File: config.mk
export PLATFORM = sky130hd
export DESIGN_NAME = dac_powerdown_mode_control
export DESIGN_NICKNAME = d
export VERILOG_FILES = /design/src/hw/dac_ctrl_pkg.sv /design/src/hw/dac_powerdown_mode_control.sv
export SDC_FILE = /design/constraint.sdc
export NUM_CORES = 1
export LEC_CHECK = 0
export BUFFER_PORTS_ARGS = -buffer_cell sky130_fd_sc_hd__buf_2
export CAP_MARGIN = 10
export CELL_PAD_IN_SITES_DETAIL_PLACEMENT = 0
export CELL_PAD_IN_SITES_GLOBAL_PLACEMENT = 1
export CORE_MARGIN = 4
export CORE_UTILIZATION = 46
export DETAILED_ROUTE_END_ITERATION = 7
export PLACE_DENSITY_LB_ADDON = 0.25
export SYNTH_ARGS = -nofsm -noshare
export SYNTH_HDL_FRONTEND = slang
export SYNTH_SLANG_ARGS = --single-unit
File: constraint.sdc
create_clock -name mclk -period 2 [get_ports mclk]
set_input_delay 0.2 -clock mclk [delete_from_list [all_inputs] [get_ports mclk]]
set_output_delay 0.2 -clock mclk [all_outputs]
set_load 0.01 [all_outputs]
File: src/hw/dac_ctrl_pkg.sv
// constants, modes, states and carriers of the converter control core
package dac_ctrl_pkg;

    // ------------------------------------------------------------
    // address decode
    // ------------------------------------------------------------
    localparam logic [5:0] ADDR_PREFIX = 6'h26;
    localparam logic [7:0] BCAST_ADDR = 8'h90;
    localparam int ADDR_PREFIX_MSB = 7;
    localparam int ADDR_PREFIX_LSB = 2;
    localparam int ADDR_SEL_BIT = 1;
    localparam int ADDR_RW_BIT = 0;

    // ------------------------------------------------------------
    // control / high byte layout
    // ------------------------------------------------------------
    localparam int HI_ZERO_MSB = 7;
    localparam int HI_ZERO_LSB = 6;
    localparam int PD_HI_BIT = 5;
    localparam int PD_LO_BIT = 4;
    localparam int HI_NIB_MSB = 3;
    localparam int HI_NIB_LSB = 0;

    // ------------------------------------------------------------
    // reset values and counts
    // ------------------------------------------------------------
    localparam logic [11:0] CODE_RST = 12'h000;
    localparam logic [7:0] BYTE_RST = 8'h00;
    localparam logic [3:0] BIT_LAST = 4'h8;
    localparam logic [3:0] BIT_RST = 4'h0;
    localparam logic [1:0] SEL_SETTLE = 2'h3;

    // ------------------------------------------------------------
    // power-down modes
    // ------------------------------------------------------------
    localparam logic [1:0] PD_NORMAL = 2'h0;
    localparam logic [1:0] PD_1K = 2'h1;
    localparam logic [1:0] PD_100K = 2'h2;
    localparam logic [1:0] PD_HIZ = 2'h3;

    typedef enum logic [2:0] {
        ST_IDLE = 3'b000,
        ST_ADDR = 3'b001,
        ST_ACK_ADDR = 3'b010,
        ST_HIGH = 3'b011,
        ST_ACK_HIGH = 3'b100,
        ST_LOW = 3'b101,
        ST_ACK_LOW = 3'b110,
        ST_SKIP = 3'b111
    } link_state_t;

    typedef struct packed {
        logic [1:0] mode;
        logic [11:0] code;
    } dac_word_t;

    typedef struct packed {
        logic shutdown;
        logic amp_drive;
        logic term_1k;
        logic term_100k;
        logic term_hiz;
    } out_stage_t;

    localparam dac_word_t WORD_RST = '{mode: PD_NORMAL, code: CODE_RST};
    localparam out_stage_t STAGE_RST = '{shutdown: 1'b0, amp_drive: 1'b1, term_1k: 1'b0,
                                         term_100k: 1'b0, term_hiz: 1'b0};

endpackage : dac_ctrl_pkg

File: src/hw/dac_powerdown_mode_control.sv
// two-wire receive-only control core of a 12-bit converter with power-down modes
// Contract
// power-up loads conversion register with zero
// zero code held until valid write
// two-bit field selects four modes
// field zero: amplifier drives stored code
// nonzero field: amplifier off, termination chosen
// any power-down asserts linear circuitry shutdown
// power-down leaves stored code untouched; a power-down write still stores the code field it carries
// master waits exit time before using output
// byte pairs accepted repeatedly until stop
// master prefers repeated start per write
// high byte: zeros, mode, data nibble
// update on acknowledge fall after low byte
// acknowledge matching prefix, select, write bit
// mode and data committed together only
`timescale 1ns/100ps

module dac_powerdown_mode_control
(
    input wire logic mclk,
    input wire logic rst_n,
    input wire logic scl_in,
    input wire logic sda_in,
    input wire logic address_select_pin,
    output logic sda_out,
    output logic sda_oe,
    output dac_ctrl_pkg::dac_word_t dac_word,
    output dac_ctrl_pkg::out_stage_t out_stage,
    output logic update_strobe
);

    // ------------------------------------------------------------
    // pin synchronisers
    // ------------------------------------------------------------
    logic scl_m_q, scl_s_q, scl_p_q;
    logic sda_m_q, sda_s_q, sda_p_q;
    logic sel_m_q, sel_s_q;

    always_ff @(posedge mclk or negedge rst_n)
    begin
        if (!rst_n)
        begin
            scl_m_q <= 1'b1;
            scl_s_q <= 1'b1;
            scl_p_q <= 1'b1;
            sda_m_q <= 1'b1;
            sda_s_q <= 1'b1;
            sda_p_q <= 1'b1;
            sel_m_q <= 1'b0;
            sel_s_q <= 1'b0;
        end
        else
        begin
            scl_m_q <= scl_in;
            scl_s_q <= scl_m_q;
            scl_p_q <= scl_s_q;
            sda_m_q <= sda_in;
            sda_s_q <= sda_m_q;
            sda_p_q <= sda_s_q;
            sel_m_q <= address_select_pin;
            sel_s_q <= sel_m_q;
        end
    end

    logic scl_rise, scl_fall, start_seen, stop_seen;

    assign scl_rise = scl_s_q & ~scl_p_q;
    assign scl_fall = ~scl_s_q & scl_p_q;
    assign start_seen = scl_s_q & scl_p_q & sda_p_q & ~sda_s_q;
    assign stop_seen = scl_s_q & scl_p_q & ~sda_p_q & sda_s_q;

    // ------------------------------------------------------------
    // select pin capture after reset release
    // ------------------------------------------------------------
    logic [1:0] sel_cnt_q, sel_cnt_d;
    logic sel_addr_q, sel_addr_d;
    logic sel_done_q, sel_done_d;

    always_comb
    begin
        sel_cnt_d = sel_cnt_q;
        sel_addr_d = sel_addr_q;
        sel_done_d = sel_done_q;
        if (!sel_done_q)
        begin
            if (sel_cnt_q == dac_ctrl_pkg::SEL_SETTLE)
            begin
                sel_addr_d = sel_s_q;
                sel_done_d = 1'b1;
            end
            else
            begin
                sel_cnt_d = sel_cnt_q + 2'h1;
            end
        end
    end

    always_ff @(posedge mclk or negedge rst_n)
    begin
        if (!rst_n)
        begin
            sel_cnt_q <= 2'h0;
            sel_addr_q <= 1'b0;
            sel_done_q <= 1'b0;
        end
        else
        begin
            sel_cnt_q <= sel_cnt_d;
            sel_addr_q <= sel_addr_d;
            sel_done_q <= sel_done_d;
        end
    end

    // ------------------------------------------------------------
    // link state, shifter and output commit
    // ------------------------------------------------------------
    dac_ctrl_pkg::link_state_t st_q, st_d;
    logic [3:0] bit_q, bit_d;
    logic [7:0] sh_q, sh_d;
    logic [7:0] hi_q, hi_d;
    logic oe_q, oe_d;
    logic strobe_q, strobe_d;
    dac_ctrl_pkg::dac_word_t word_q, word_d;
    dac_ctrl_pkg::out_stage_t stage_q, stage_d;
    logic addr_ok, byte_done;
    logic sda_low_q;

    assign byte_done = scl_fall && (bit_q == dac_ctrl_pkg::BIT_LAST);
    assign addr_ok = sel_done_q && (sh_q[dac_ctrl_pkg::ADDR_RW_BIT] == 1'b0)
                     && (sh_q[dac_ctrl_pkg::ADDR_PREFIX_MSB:dac_ctrl_pkg::ADDR_PREFIX_LSB]
                         == dac_ctrl_pkg::ADDR_PREFIX)
                     && (sh_q[dac_ctrl_pkg::ADDR_SEL_BIT] == sel_addr_q)
                     || (sh_q == dac_ctrl_pkg::BCAST_ADDR);

    always_comb
    begin
        st_d = st_q;
        bit_d = bit_q;
        sh_d = sh_q;
        hi_d = hi_q;
        oe_d = oe_q;
        strobe_d = 1'b0;
        word_d = word_q;
        // the acknowledge clock carries no data bit
        if (scl_rise && !oe_q && (bit_q != dac_ctrl_pkg::BIT_LAST))
        begin
            sh_d = {sh_q[6:0], sda_s_q};
            bit_d = bit_q + 4'h1;
        end
        case (st_q)
            dac_ctrl_pkg::ST_IDLE:
            begin
                bit_d = dac_ctrl_pkg::BIT_RST;
            end
            dac_ctrl_pkg::ST_ADDR:
            begin
                if (byte_done)
                begin
                    bit_d = dac_ctrl_pkg::BIT_RST;
                    if (addr_ok)
                    begin
                        st_d = dac_ctrl_pkg::ST_ACK_ADDR;
                        oe_d = 1'b1;
                    end
                    else
                    begin
                        st_d = dac_ctrl_pkg::ST_SKIP;
                    end
                end
            end
            dac_ctrl_pkg::ST_ACK_ADDR:
            begin
                if (scl_fall)
                begin
                    oe_d = 1'b0;
                    st_d = dac_ctrl_pkg::ST_HIGH;
                end
            end
            dac_ctrl_pkg::ST_HIGH:
            begin
                if (byte_done)
                begin
                    bit_d = dac_ctrl_pkg::BIT_RST;
                    hi_d = sh_q;
                    oe_d = 1'b1;
                    st_d = dac_ctrl_pkg::ST_ACK_HIGH;
                end
            end
            dac_ctrl_pkg::ST_ACK_HIGH:
            begin
                if (scl_fall)
                begin
                    oe_d = 1'b0;
                    st_d = dac_ctrl_pkg::ST_LOW;
                end
            end
            dac_ctrl_pkg::ST_LOW:
            begin
                if (byte_done)
                begin
                    bit_d = dac_ctrl_pkg::BIT_RST;
                    oe_d = 1'b1;
                    st_d = dac_ctrl_pkg::ST_ACK_LOW;
                end
            end
            dac_ctrl_pkg::ST_ACK_LOW:
            begin
                if (scl_fall)
                begin
                    oe_d = 1'b0;

                    word_d.mode = {hi_q[dac_ctrl_pkg::PD_HI_BIT], hi_q[dac_ctrl_pkg::PD_LO_BIT]};
                    word_d.code = {hi_q[dac_ctrl_pkg::HI_NIB_MSB:dac_ctrl_pkg::HI_NIB_LSB], sh_q};
                    strobe_d = 1'b1;
                    st_d = dac_ctrl_pkg::ST_HIGH;
                end
            end
            dac_ctrl_pkg::ST_SKIP:
            begin
                bit_d = dac_ctrl_pkg::BIT_RST;
            end
            default:
            begin
                st_d = dac_ctrl_pkg::ST_IDLE;
                oe_d = 1'b0;
            end
        endcase
        if (start_seen)
        begin
            st_d = dac_ctrl_pkg::ST_ADDR;
            bit_d = dac_ctrl_pkg::BIT_RST;
            oe_d = 1'b0;
        end
        else if (stop_seen)
        begin
            st_d = dac_ctrl_pkg::ST_IDLE;
            oe_d = 1'b0;
        end
    end

    // output stage follows the committed mode
    always_comb
    begin
        stage_d.shutdown = (word_d.mode != dac_ctrl_pkg::PD_NORMAL);
        stage_d.amp_drive = (word_d.mode == dac_ctrl_pkg::PD_NORMAL);
        stage_d.term_1k = (word_d.mode == dac_ctrl_pkg::PD_1K);
        stage_d.term_100k = (word_d.mode == dac_ctrl_pkg::PD_100K);
        stage_d.term_hiz = (word_d.mode == dac_ctrl_pkg::PD_HIZ);
    end

    always_ff @(posedge mclk or negedge rst_n)
    begin
        if (!rst_n)
        begin
            st_q <= dac_ctrl_pkg::ST_IDLE;
            bit_q <= dac_ctrl_pkg::BIT_RST;
            sh_q <= dac_ctrl_pkg::BYTE_RST;
            hi_q <= dac_ctrl_pkg::BYTE_RST;
            oe_q <= 1'b0;
            strobe_q <= 1'b0;
            word_q <= dac_ctrl_pkg::WORD_RST;
            stage_q <= dac_ctrl_pkg::STAGE_RST;
            sda_low_q <= 1'b0;
        end
        else
        begin
            st_q <= st_d;
            bit_q <= bit_d;
            sh_q <= sh_d;
            hi_q <= hi_d;
            oe_q <= oe_d;
            strobe_q <= strobe_d;
            word_q <= word_d;
            stage_q <= stage_d;
            sda_low_q <= 1'b0;
        end
    end

    // ------------------------------------------------------------
    // outputs
    // ------------------------------------------------------------
    // open-drain: only ever pulls low
    assign sda_out = sda_low_q;
    assign sda_oe = oe_q;
    assign dac_word = word_q;
    assign out_stage = stage_q;
    assign update_strobe = strobe_q;

endmodule : dac_powerdown_mode_control

After elaboration in Yosys (flattened, before gate mapping)
Index checks and enable logic that the tools add are counted.
- add/sub/neg operators: 2
- eq/ne operators: 24
- multiplexer cells: 26
- bitwise operators: 14
- reduce and logical (&&, ||, !) cells: 24
- operators with widths (cell ; count):
    $mux W14 ; 2
    $mux W3 ; 8
    $ne A4 B4 Y1 const B ; 6
    $pmux W3 S5 ; 1
    $eq A3 B3 Y1 const B ; 4
    $mux W4 ; 3
    $ne A4 B1 Y1 const B ; 3
    $mux W1 ; 10
    $eq A8 B8 Y1 const B ; 1
    $pmux W4 S2 ; 1
    $reduce_and A2 Y1 ; 4
    $and A1 B1 Y1 ; 7
    $not A1 Y1 ; 7
    $reduce_bool A7 Y1 ; 1
    $eq A2 B2 Y1 const B ; 3
    $eq A3 B2 Y1 const B ; 2
    $eq A6 B6 Y1 const B ; 1
    $logic_and A1 B1 Y1 ; 6
    $reduce_and A6 Y1 ; 1
    $reduce_or A2 Y1 ; 3
    $reduce_or A3 Y1 ; 2
    $reduce_and A5 Y1 ; 1
    $reduce_bool A5 Y1 ; 1
    $add A4 B1 Y4 const B ; 1
    11 further kinds ; 11
- register bits after elaboration: 54
- logic and storage cells: 114

Logic depth before layout (Yosys ltp)
Gate-level depths: netlist of the first run.
- word-level depth: 10
- gate-level depth with buffers: 8

Worst setup path before layout of the first run
OpenSTA, ideal clock, no wires.
- kind: flip-flop to flip-flop
- start: register scl_p_q
- end: register word_q, in the netlist dac_word[0]
- setup time: 0.125 ns
- arrival: 1.540 ns
- path slack: 0.335 ns
- stages on the path, launching flop included: 6
- buffers on the path: 2
- clock period less this slack: 1.665 ns
- cell sequence: dfstp_2 > nand2b_4 > or3_1 > buf_6 > buf_6 > mux2_4
- word-level cells in the longest chain between the ends: 2
- ends and longest elaborated chain (element ; RTL line ; text):
    start, declared ; dac_powerdown_mode_control.sv:36 ; logic scl_m_q, scl_s_q, scl_p_q;
    start signal, assigned ; dac_powerdown_mode_control.sv:57 ; scl_p_q <= scl_s_q;
    $and A1 B1 Y1 ; dac_powerdown_mode_control.sv:69 ; assign scl_fall = ~scl_s_q & scl_p_q;
    $reduce_and A2 Y1 (no source line) ; - ;
    end signal, assigned ; dac_powerdown_mode_control.sv:262 ; word_q <= dac_ctrl_pkg::WORD_RST;
    end signal, assigned ; dac_powerdown_mode_control.sv:274 ; word_q <= word_d;
    end, declared ; dac_powerdown_mode_control.sv:124 ; dac_ctrl_pkg::dac_word_t word_q, word_d;
Every way passes these cells.
A chain may end at the register's enable or synchronous reset.

Worst setup path after layout of the first run
- start: register bit_q[0]
- end: register hi_q[0]
- word-level cells in the longest chain between the ends: 3
- ends and longest elaborated chain (element ; RTL line ; text):
    start, declared ; dac_powerdown_mode_control.sv:119 ; logic [3:0] bit_q, bit_d;
    start signal, assigned ; dac_powerdown_mode_control.sv:257 ; bit_q <= dac_ctrl_pkg::BIT_RST;
    start signal, assigned ; dac_powerdown_mode_control.sv:269 ; bit_q <= bit_d;
    $eq A4 B4 Y1 ; dac_powerdown_mode_control.sv:129 ; assign byte_done = scl_fall && (bit_q == dac_ctrl_pkg::BIT_LAST);
    $logic_and A1 B1 Y1 ; dac_powerdown_mode_control.sv:129 ;
    $reduce_and A2 Y1 (no source line) ; - ;
    end signal, assigned ; dac_powerdown_mode_control.sv:259 ; hi_q <= dac_ctrl_pkg::BYTE_RST;
    end signal, assigned ; dac_powerdown_mode_control.sv:271 ; hi_q <= hi_d;
    end, declared ; dac_powerdown_mode_control.sv:121 ; logic [7:0] hi_q, hi_d;
Every way passes these cells.

==> reports/metrics.csv, run 1 <==
metric,value,unit
synth_top_area_frac,0.5287,
sw_frac_of_total,0.2583,
regToRegSetupSlack,0.26,ns
die_w,77.54,µm
wirelength,3.619,mm
cp_top_family,simple AND/OR/NAND/NOR gates,
die_area,6012,µm²
synth_cells,172,
cp_cell_sequence,inv_1 -> ha_1 -> nand3b_1 -> nor2_1 -> nand4_1 -> buf_4 -> mux2_2,
p_int,0.001751,W
cts_tree,built,
setup_violations,0,
crit_type,register to register,
ios,27,
power.leakage,1.292,nW
hold_viol,9,
fin_crit,1.737,ns
numCtsBuffers,5,
cap_violations,0,
status,"finished, violations left",
grt_pass1_vias,1336,
power.density,928.3,nW/µm²
crit_fanout,6,
slowest_stage,dfrtp_1,
yosys_warnings,0,
comb_power_share,0.120,
timing.hold.ws,-0.009713,ns
final_common_cell,dfrtp_1,
hpwl,2.576,mm
ys_ff_latch,54,
drv_slew,0,
drive_gt1_frac,0.3495,
antenna_found_initial,0,
ys_top_cells_by_area,"dfrtp_1 (53%), mux2_2 (9.6%), dfstp_2 (8.3%)",
cts_max_level,2,
synth-edff-count,0,
max_slew.worst_pin.slew,0.6427,ns
grt_first_pass_wirelength,6.596,mm
clkPwrFrac,0.302,
critPathBufInv,2,
syn_nets,180,
max_freq,0.5756,GHz
yosysUniqueCellTypes,39,
cts-root-buf,clkbuf_8,
timing.final.crit_share,0.8687,
die_h,77.54,µm
seq_power_share,0.578,
peakVddDrop,0.4123,mV
antennaDiodeCount,0,
ant_nets,0,
ys_seq_area_frac,0.6114,
preCtsSetupSlack,0.1752,ns
mostFrequentLayoutCells,"dfrtp_1 (47), buf_2 (25), mux2_2 (19)",
cts_max_path_buffers,2,
portBuffers,25,
crit_required,2.19,ns
wl_per_cell,13.92,µm
rsz0062_at_grt,false,
synth_area,2225,µm²
start_util,0.4741,
crit_start,bit_q[0]$_DFF_PN0_,
drtPass1Iterations,4,
row_count,25,
drtIter0Drc,91,
cts.sinks,54,
path_clk_slew,0.10,ns
slew-limit-headroom,0.5715,
p_sw,0.0006100,W
reg2reg_from,bit_q[0]$_DFF_PN0_,
grt.overflow.total,0,
nets,213,
vias,1322,
async_flop_share,1.000,
synth-main-ff-cell,dfrtp_1,
grt_max_degree,55,
track_usage,0.1385,
max_stage_delay,0.40,ns
violations,hold timing,
fp.coreArea,4692,µm²
post_cts_resize_count,0,
avgSynthCellArea,12.93,µm²
clock_skew,0.01262,ns
holdCritPathClass,input pin to asynchronous set/reset pin,
yosysTopAreaCell,dfrtp_1,
vias_per_cell,5.085,
setup_tns,0,ns
drcViolationCount,0,
cp-end-kind,register,
area_growth,14.34,%
crit_arrival,1.93,ns
worst_setup_path_start_kind,register,
timing.final.ws_setup,0.2626,ns
clock_latency,0.31,ns
place_congestion,0.7668,
==> sequential cells by signal (all words and copies together) (netlist names) <==
signal         count
scl_p_q            1
scl_m_q            1
sda_oe             1
scl_s_q            1
dac_word          14
sel_cnt_q          2
sel_s_q            1
st_q               3
sda_m_q            1
sel_m_q            1
out_stage          5
sel_done_q         1
sh_q               8
sel_addr_q         1
update_strobe      1
sda_p_q            1
bit_q              4
sda_s_q            1
hi_q               6
==> repair_timing <==
action	4_1_cts	5_1_grt
setup buffers	0	1
endpoints found under the hold margin	3	0
hold buffers	3	0
endpoints found under the setup margin	0	2
==> kinds of logic after synthesis <==
family | after synthesis | synth area share
simple gates | 48 | 0.1046
flops | 54 | 0.6114
compound gates | 16 | 0.04837
xor+xnor | 6 | 0.02362
fa+ha+maj | 3 | 0.01687
other cells | 1 | 0.001686
mux | 27 | 0.1547
buf+inv | 17 | 0.03881
==> final cells by class <==
class	instances	area (µm²)
sequential	54	1360
tap	54	67.56
inverter	11	41.29
clock buffer	6	72.57
fill	428	2148
clock inverter	2	38.79
multi-input combinational	101	778.2
timing repair buffer	32	185.2
==> path summary, 6_finish.rpt <==
path | end | depth (start not counted)
max in group asynchronous | sda_oe$_DFFE_PN0P_ | 2
min in group mclk | scl_s_q$_DFF_PN1_ | 0
worst min register to register | scl_s_q$_DFF_PN1_ | 0
worst max register to register | hi_q[0]$_DFFE_PN0P_ | 7
worst max-delay path | hi_q[0]$_DFFE_PN0P_ | 7
worst min-delay path | dac_word[4]$_DFFE_PN0P_ | 2
==> stage by stage <==
| step | area (µm²) | util | total power (W) | instances |
|---|---|---|---|---|
| 5_1_grt | 2544 | 0.5421 | 0.002513 | 260 |
| 3_3_place_gp | 2395 | 0.5104 | 0.001638 | 248 |
| 3_5_place_dp | 2395 | 0.5104 | 0.001671 | 248 |
| 4_1_cts | 2536 | 0.5405 | 0.002399 | 259 |
| 2_1_floorplan | 2225 | - | 0.001550 | 172 |
| 6_report | 2544 | 0.5421 | 0.002361 | 260 |
==> cells in the mapped netlist, types with 2 or more instances <==
cell / count
a21oi_1: 3
buf_2: 3
buf_6: 2
dfrtp_1: 47
dfstp_2: 7
ha_1: 3
inv_1: 10
mux2_2: 19
mux2_4: 5
mux2i_4: 2
nand2_1: 16
nand3_1: 2
nand3b_1: 2
nand4_1: 2
nor2_1: 17
nor2b_1: 2
o211ai_1: 2
o21ai_0: 3
xnor2_1: 4
xor2_1: 2
==> power by group through the flow <==
stage / registers (W) / clock network (W) / logic (W)
after global routing: 0.00139 / 0.000796 / 0.000325
after floorplan: 0.00133 / 0 / 0.000219
after CTS: 0.00137 / 0.000739 / 0.000293
after detailed placement: 0.00139 / 0 / 0.000284
final: 0.00136 / 0.000713 / 0.000283
after global placement: 0.00138 / 0 / 0.000262
==> layer usage <==
| layer | share of wire | vias to the layer above | global-route usage |
|---|---|---|---|
| met5 | 0 | - | 0 |
| met4 | 0.012 | 0 | 0.04270 |
| met3 | 0.035 | 7 | 0.03480 |
| met2 | 0.50 | 19 | 0.2271 |
| met1 | 0.45 | 651 | 0.1813 |
| li1 | - | 645 | - |
Power figures use the tool's default switching activity.
==> run 2, diff against run 1 <==
Settings changed: ABC_AREA set to 1, CORE_UTILIZATION 46 to 44.
==> run 2 against run 1 <==
Effect of this change: the run now ends clean; sequential power is 17% higher; final cell count up 26%; register-to-register slack improved by 0.13 ns; power is 42% higher; final area rose by 1.7%; sequential share of layout area decreased by 0.88 points; largest power group unchanged; highest routed layer unchanged.
==> reports/metrics.csv, run 2 <==
metric,value,unit,change
reg2regPathDepth,7,,unchanged
cts.sinks,54,,unchanged
vias_per_cell,4.637,,-8.8%
nFillCells,481,,+12%
place_congestion,0.7660,,-0.10%
cp-end-kind,register,,
worst_setup_path_start_kind,register,,
wl_per_cell,11.33,µm,-19%
track_usage,0.1361,,-0.002400
grt_first_pass_wirelength,6.768,mm,+2.6%
hpwl,2.657,mm,+3.1%
holdCritPathClass,input pin to asynchronous set/reset pin,,
ys_ff_latch,54,,unchanged
cap_violations,0,,unchanged
portBuffers,25,,unchanged
async_flop_share,1.000,,unchanged
crit_arrival,1.84,ns,-0.09 ns
ys_seq_area_frac,0.5956,,-0.01574
p_sw,0.001236,W,+100%
slew-limit-headroom,0.5639,,-0.007645
setup_tns,0,ns,unchanged
cts_max_path_buffers,2,,unchanged
post-route-util,0.5300,,-0.01213
die_w,80.04,µm,+3.2%
yosysTopAreaCell,dfrtp_1,,
die_h,80.04,µm,+3.2%
die_area,6406,µm²,+6.6%
comb_power_share,0.342,,+0.222
slowest_stage,dfstp_2,,
timing.hold.ws,0.004843,ns,+0.01456 ns
power.leakage,1.315,nW,+1.8%
cts_tree,built,,
cts-root-buf,clkbuf_8,,
path_clk_slew,0.09,ns,about the same
max_slew.worst_pin.slew,0.6542,ns,+0.01147 ns
grt_pass1_vias,1442,,+7.9%
start_util,0.4679,,-0.006185
largest_reg_flops,14,,unchanged
drtPass1Iterations,4,,unchanged
synth_cells,228,,+33%
syn_nets,236,,+31%
cp_cell_sequence,inv_1 -> nor2_4 -> nand2_2 -> nor2_4 -> buf_4 -> nor2_1 -> a21oi_1,,
dpl-instance-area,2465,µm²,+2.9%
antennaDiodeCount,0,,unchanged
synth_top_area_frac,0.5151,,-0.01362
setup_violations,0,,unchanged
dp.cells,317,,+28%
yosysMostFrequentCell,dfrtp_1,,
nets,268,,+26%
max_freq,0.6212,GHz,+7.9%
final_common_cell,dfrtp_1,,
critPathBufInv,2,,unchanged
mostFrequentLayoutCells,"dfrtp_1 (47), nand2_1 (43), inv_1 (26)",,
status,"finished, final reports clean",,
critPathMostFrequentCell,nor2_4,,
clock_skew,0.007613,ns,-0.005003 ns
power.density,1293,nW/µm²,+39%
crit_fanout,14,,+8
area_growth,13.26,%,
max_stage_delay,0.55,ns,+0.15 ns
synth-edff-count,0,,unchanged
drv_slew,0,,unchanged
seq_power_share,0.477,,-0.101
ant_nets,0,,unchanged
reg2reg_from,scl_p_q$_DFF_PN1_,,
fin_crit,1.610,ns,-0.1276 ns
drive_gt1_frac,0.2605,,-0.08898
timing.final.crit_share,0.8049,,-0.06380
regToRegSetupSlack,0.39,ns,+0.13 ns
peakVddDrop,0.6795,mV,+65%
sw_frac_of_total,0.3696,,+0.1112
avgSynthCellArea,10.02,µm²,-23%
clkPwrFrac,0.180,,-0.122
clock_latency,0.30,ns,about the same
wirelength,3.715,mm,+2.7%
row_count,25,,unchanged
drcViolationCount,0,,unchanged
synth-main-ff-cell,dfrtp_1,,
antenna_found_initial,0,,unchanged
cts_max_level,2,,unchanged
ys_top_cells_by_area,"dfrtp_1 (52%), dfstp_2 (8.1%), nand2_1 (7.1%)",,
rr_endpoint,dac_word[7]$_DFFE_PN0P_,,
p_int,0.002108,W,+20%
crit_required,2.23,ns,+0.04 ns
numCtsBuffers,5,,unchanged
drtIter0Drc,80,,-12%
yosys_warnings,0,,unchanged
vias,1521,,+15%
yosysUniqueCellTypes,29,,-26%
cp_top_family,simple AND/OR/NAND/NOR gates,,
crit_type,register to register,,
post_cts_resize_count,0,,unchanged
rsz0062_at_grt,false,,
layoutNonFillerInstCount,328,,+26%
ios,27,,unchanged
synth_area,2283,µm²,+2.6%
fp.coreArea,4880,µm²,+4.0%
final_area,2586,µm²,+1.7%
hold_viol,0,,-9
grt_max_degree,55,,unchanged
synth_commonest_cells,"dfrtp_1 (47), nand2_1 (43), inv_1 (26)",,
crit_start,scl_p_q$_DFF_PN1_,,
grt.overflow.total,0,,unchanged
[run 2: changes by cell type after synthesis, moves of 5 or more]
cell	delta
nand3_1	+8
o21ai_2	+9
inv_1	+16
nor2_1	+6
mux2_2	-19
mux2_1	+5
mux2_4	-5
nand2_2	+6
nand2_1	+27
a21oi_1	+7
[run 2: area by class of cell]
class                      instances  area, µm²  area share
multi-input combinational        137      757.0      0.2927
inverter                          31      116.4     0.04499
clock buffer                       7      86.33     0.03338
clock inverter                     1      5.005    0.001935
tap                               67      83.83     0.03241
timing repair buffer              31      177.7     0.06870
sequential                        54       1360      0.5259
[run 2: cell families after synthesis]
group                    Yosys count  share of synthesized area
AND/OR/NAND/NOR                   92                     0.1836
flip-flops                        54                     0.5956
buffers and inverters             37                    0.07287
AO/OA/AOI/OAI                     31                    0.08549
multiplexers                       6                    0.02904
XOR/XNOR                           4                    0.01534
adder cells (fa/ha/maj)            3                    0.01644
other                              1                   0.001642
[run 2: timing repair]
item,4_1_cts,5_1_grt
endpoints found under the hold margin,3,0
setup endpoints to repair,0,0
buffers inserted,0,0
hold buffers,3,0
[run 2: stage by stage]
stage	setup slack (ns)	total power (W)
after detailed placement	0.3806	0.002779
final	0.3902	0.003343
after global placement	0.3950	0.002761
after CTS	0.3620	0.003403
after global routing	0.2334	0.003656
after floorplan	0.5219	0.002420
[run 2: routing by layer]
metal | global-route usage | vias up | routed length [µm]
li1 | - | 780 | -
met1 | 0.1921 | 714 | 1888
met2 | 0.1970 | 25 | 1663
met4 | 0.06081 | 0 | 23
met3 | 0.03386 | 2 | 139
met5 | 0 | - | 0
[run 2: worst max path at each step]
stage,to,slack (ns),cells past startpoint
final,dac_word[7]$_DFFE_PN0P_,0.39,7
after detailed placement,dac_word[5]$_DFFE_PN0P_,0.38,7
after global placement,dac_word[6]$_DFFE_PN0P_,0.39,5
after floorplan,dac_word[10]$_DFFE_PN0P_,0.52,6
after CTS,dac_word[5]$_DFFE_PN0P_,0.36,7
after global routing,dac_word[7]$_DFFE_PN0P_,0.23,7
[run 2: power by group through the flow]
stage,Combinational [W],Sequential [W],Clock (W)
floorplan,0.000759,0.00166,0
CTS,0.00117,0.00160,0.000636
detailed placement,0.00116,0.00162,0
global placement,0.00115,0.00161,0
finish,0.00114,0.00159,0.000603
global route,0.00134,0.00163,0.000681
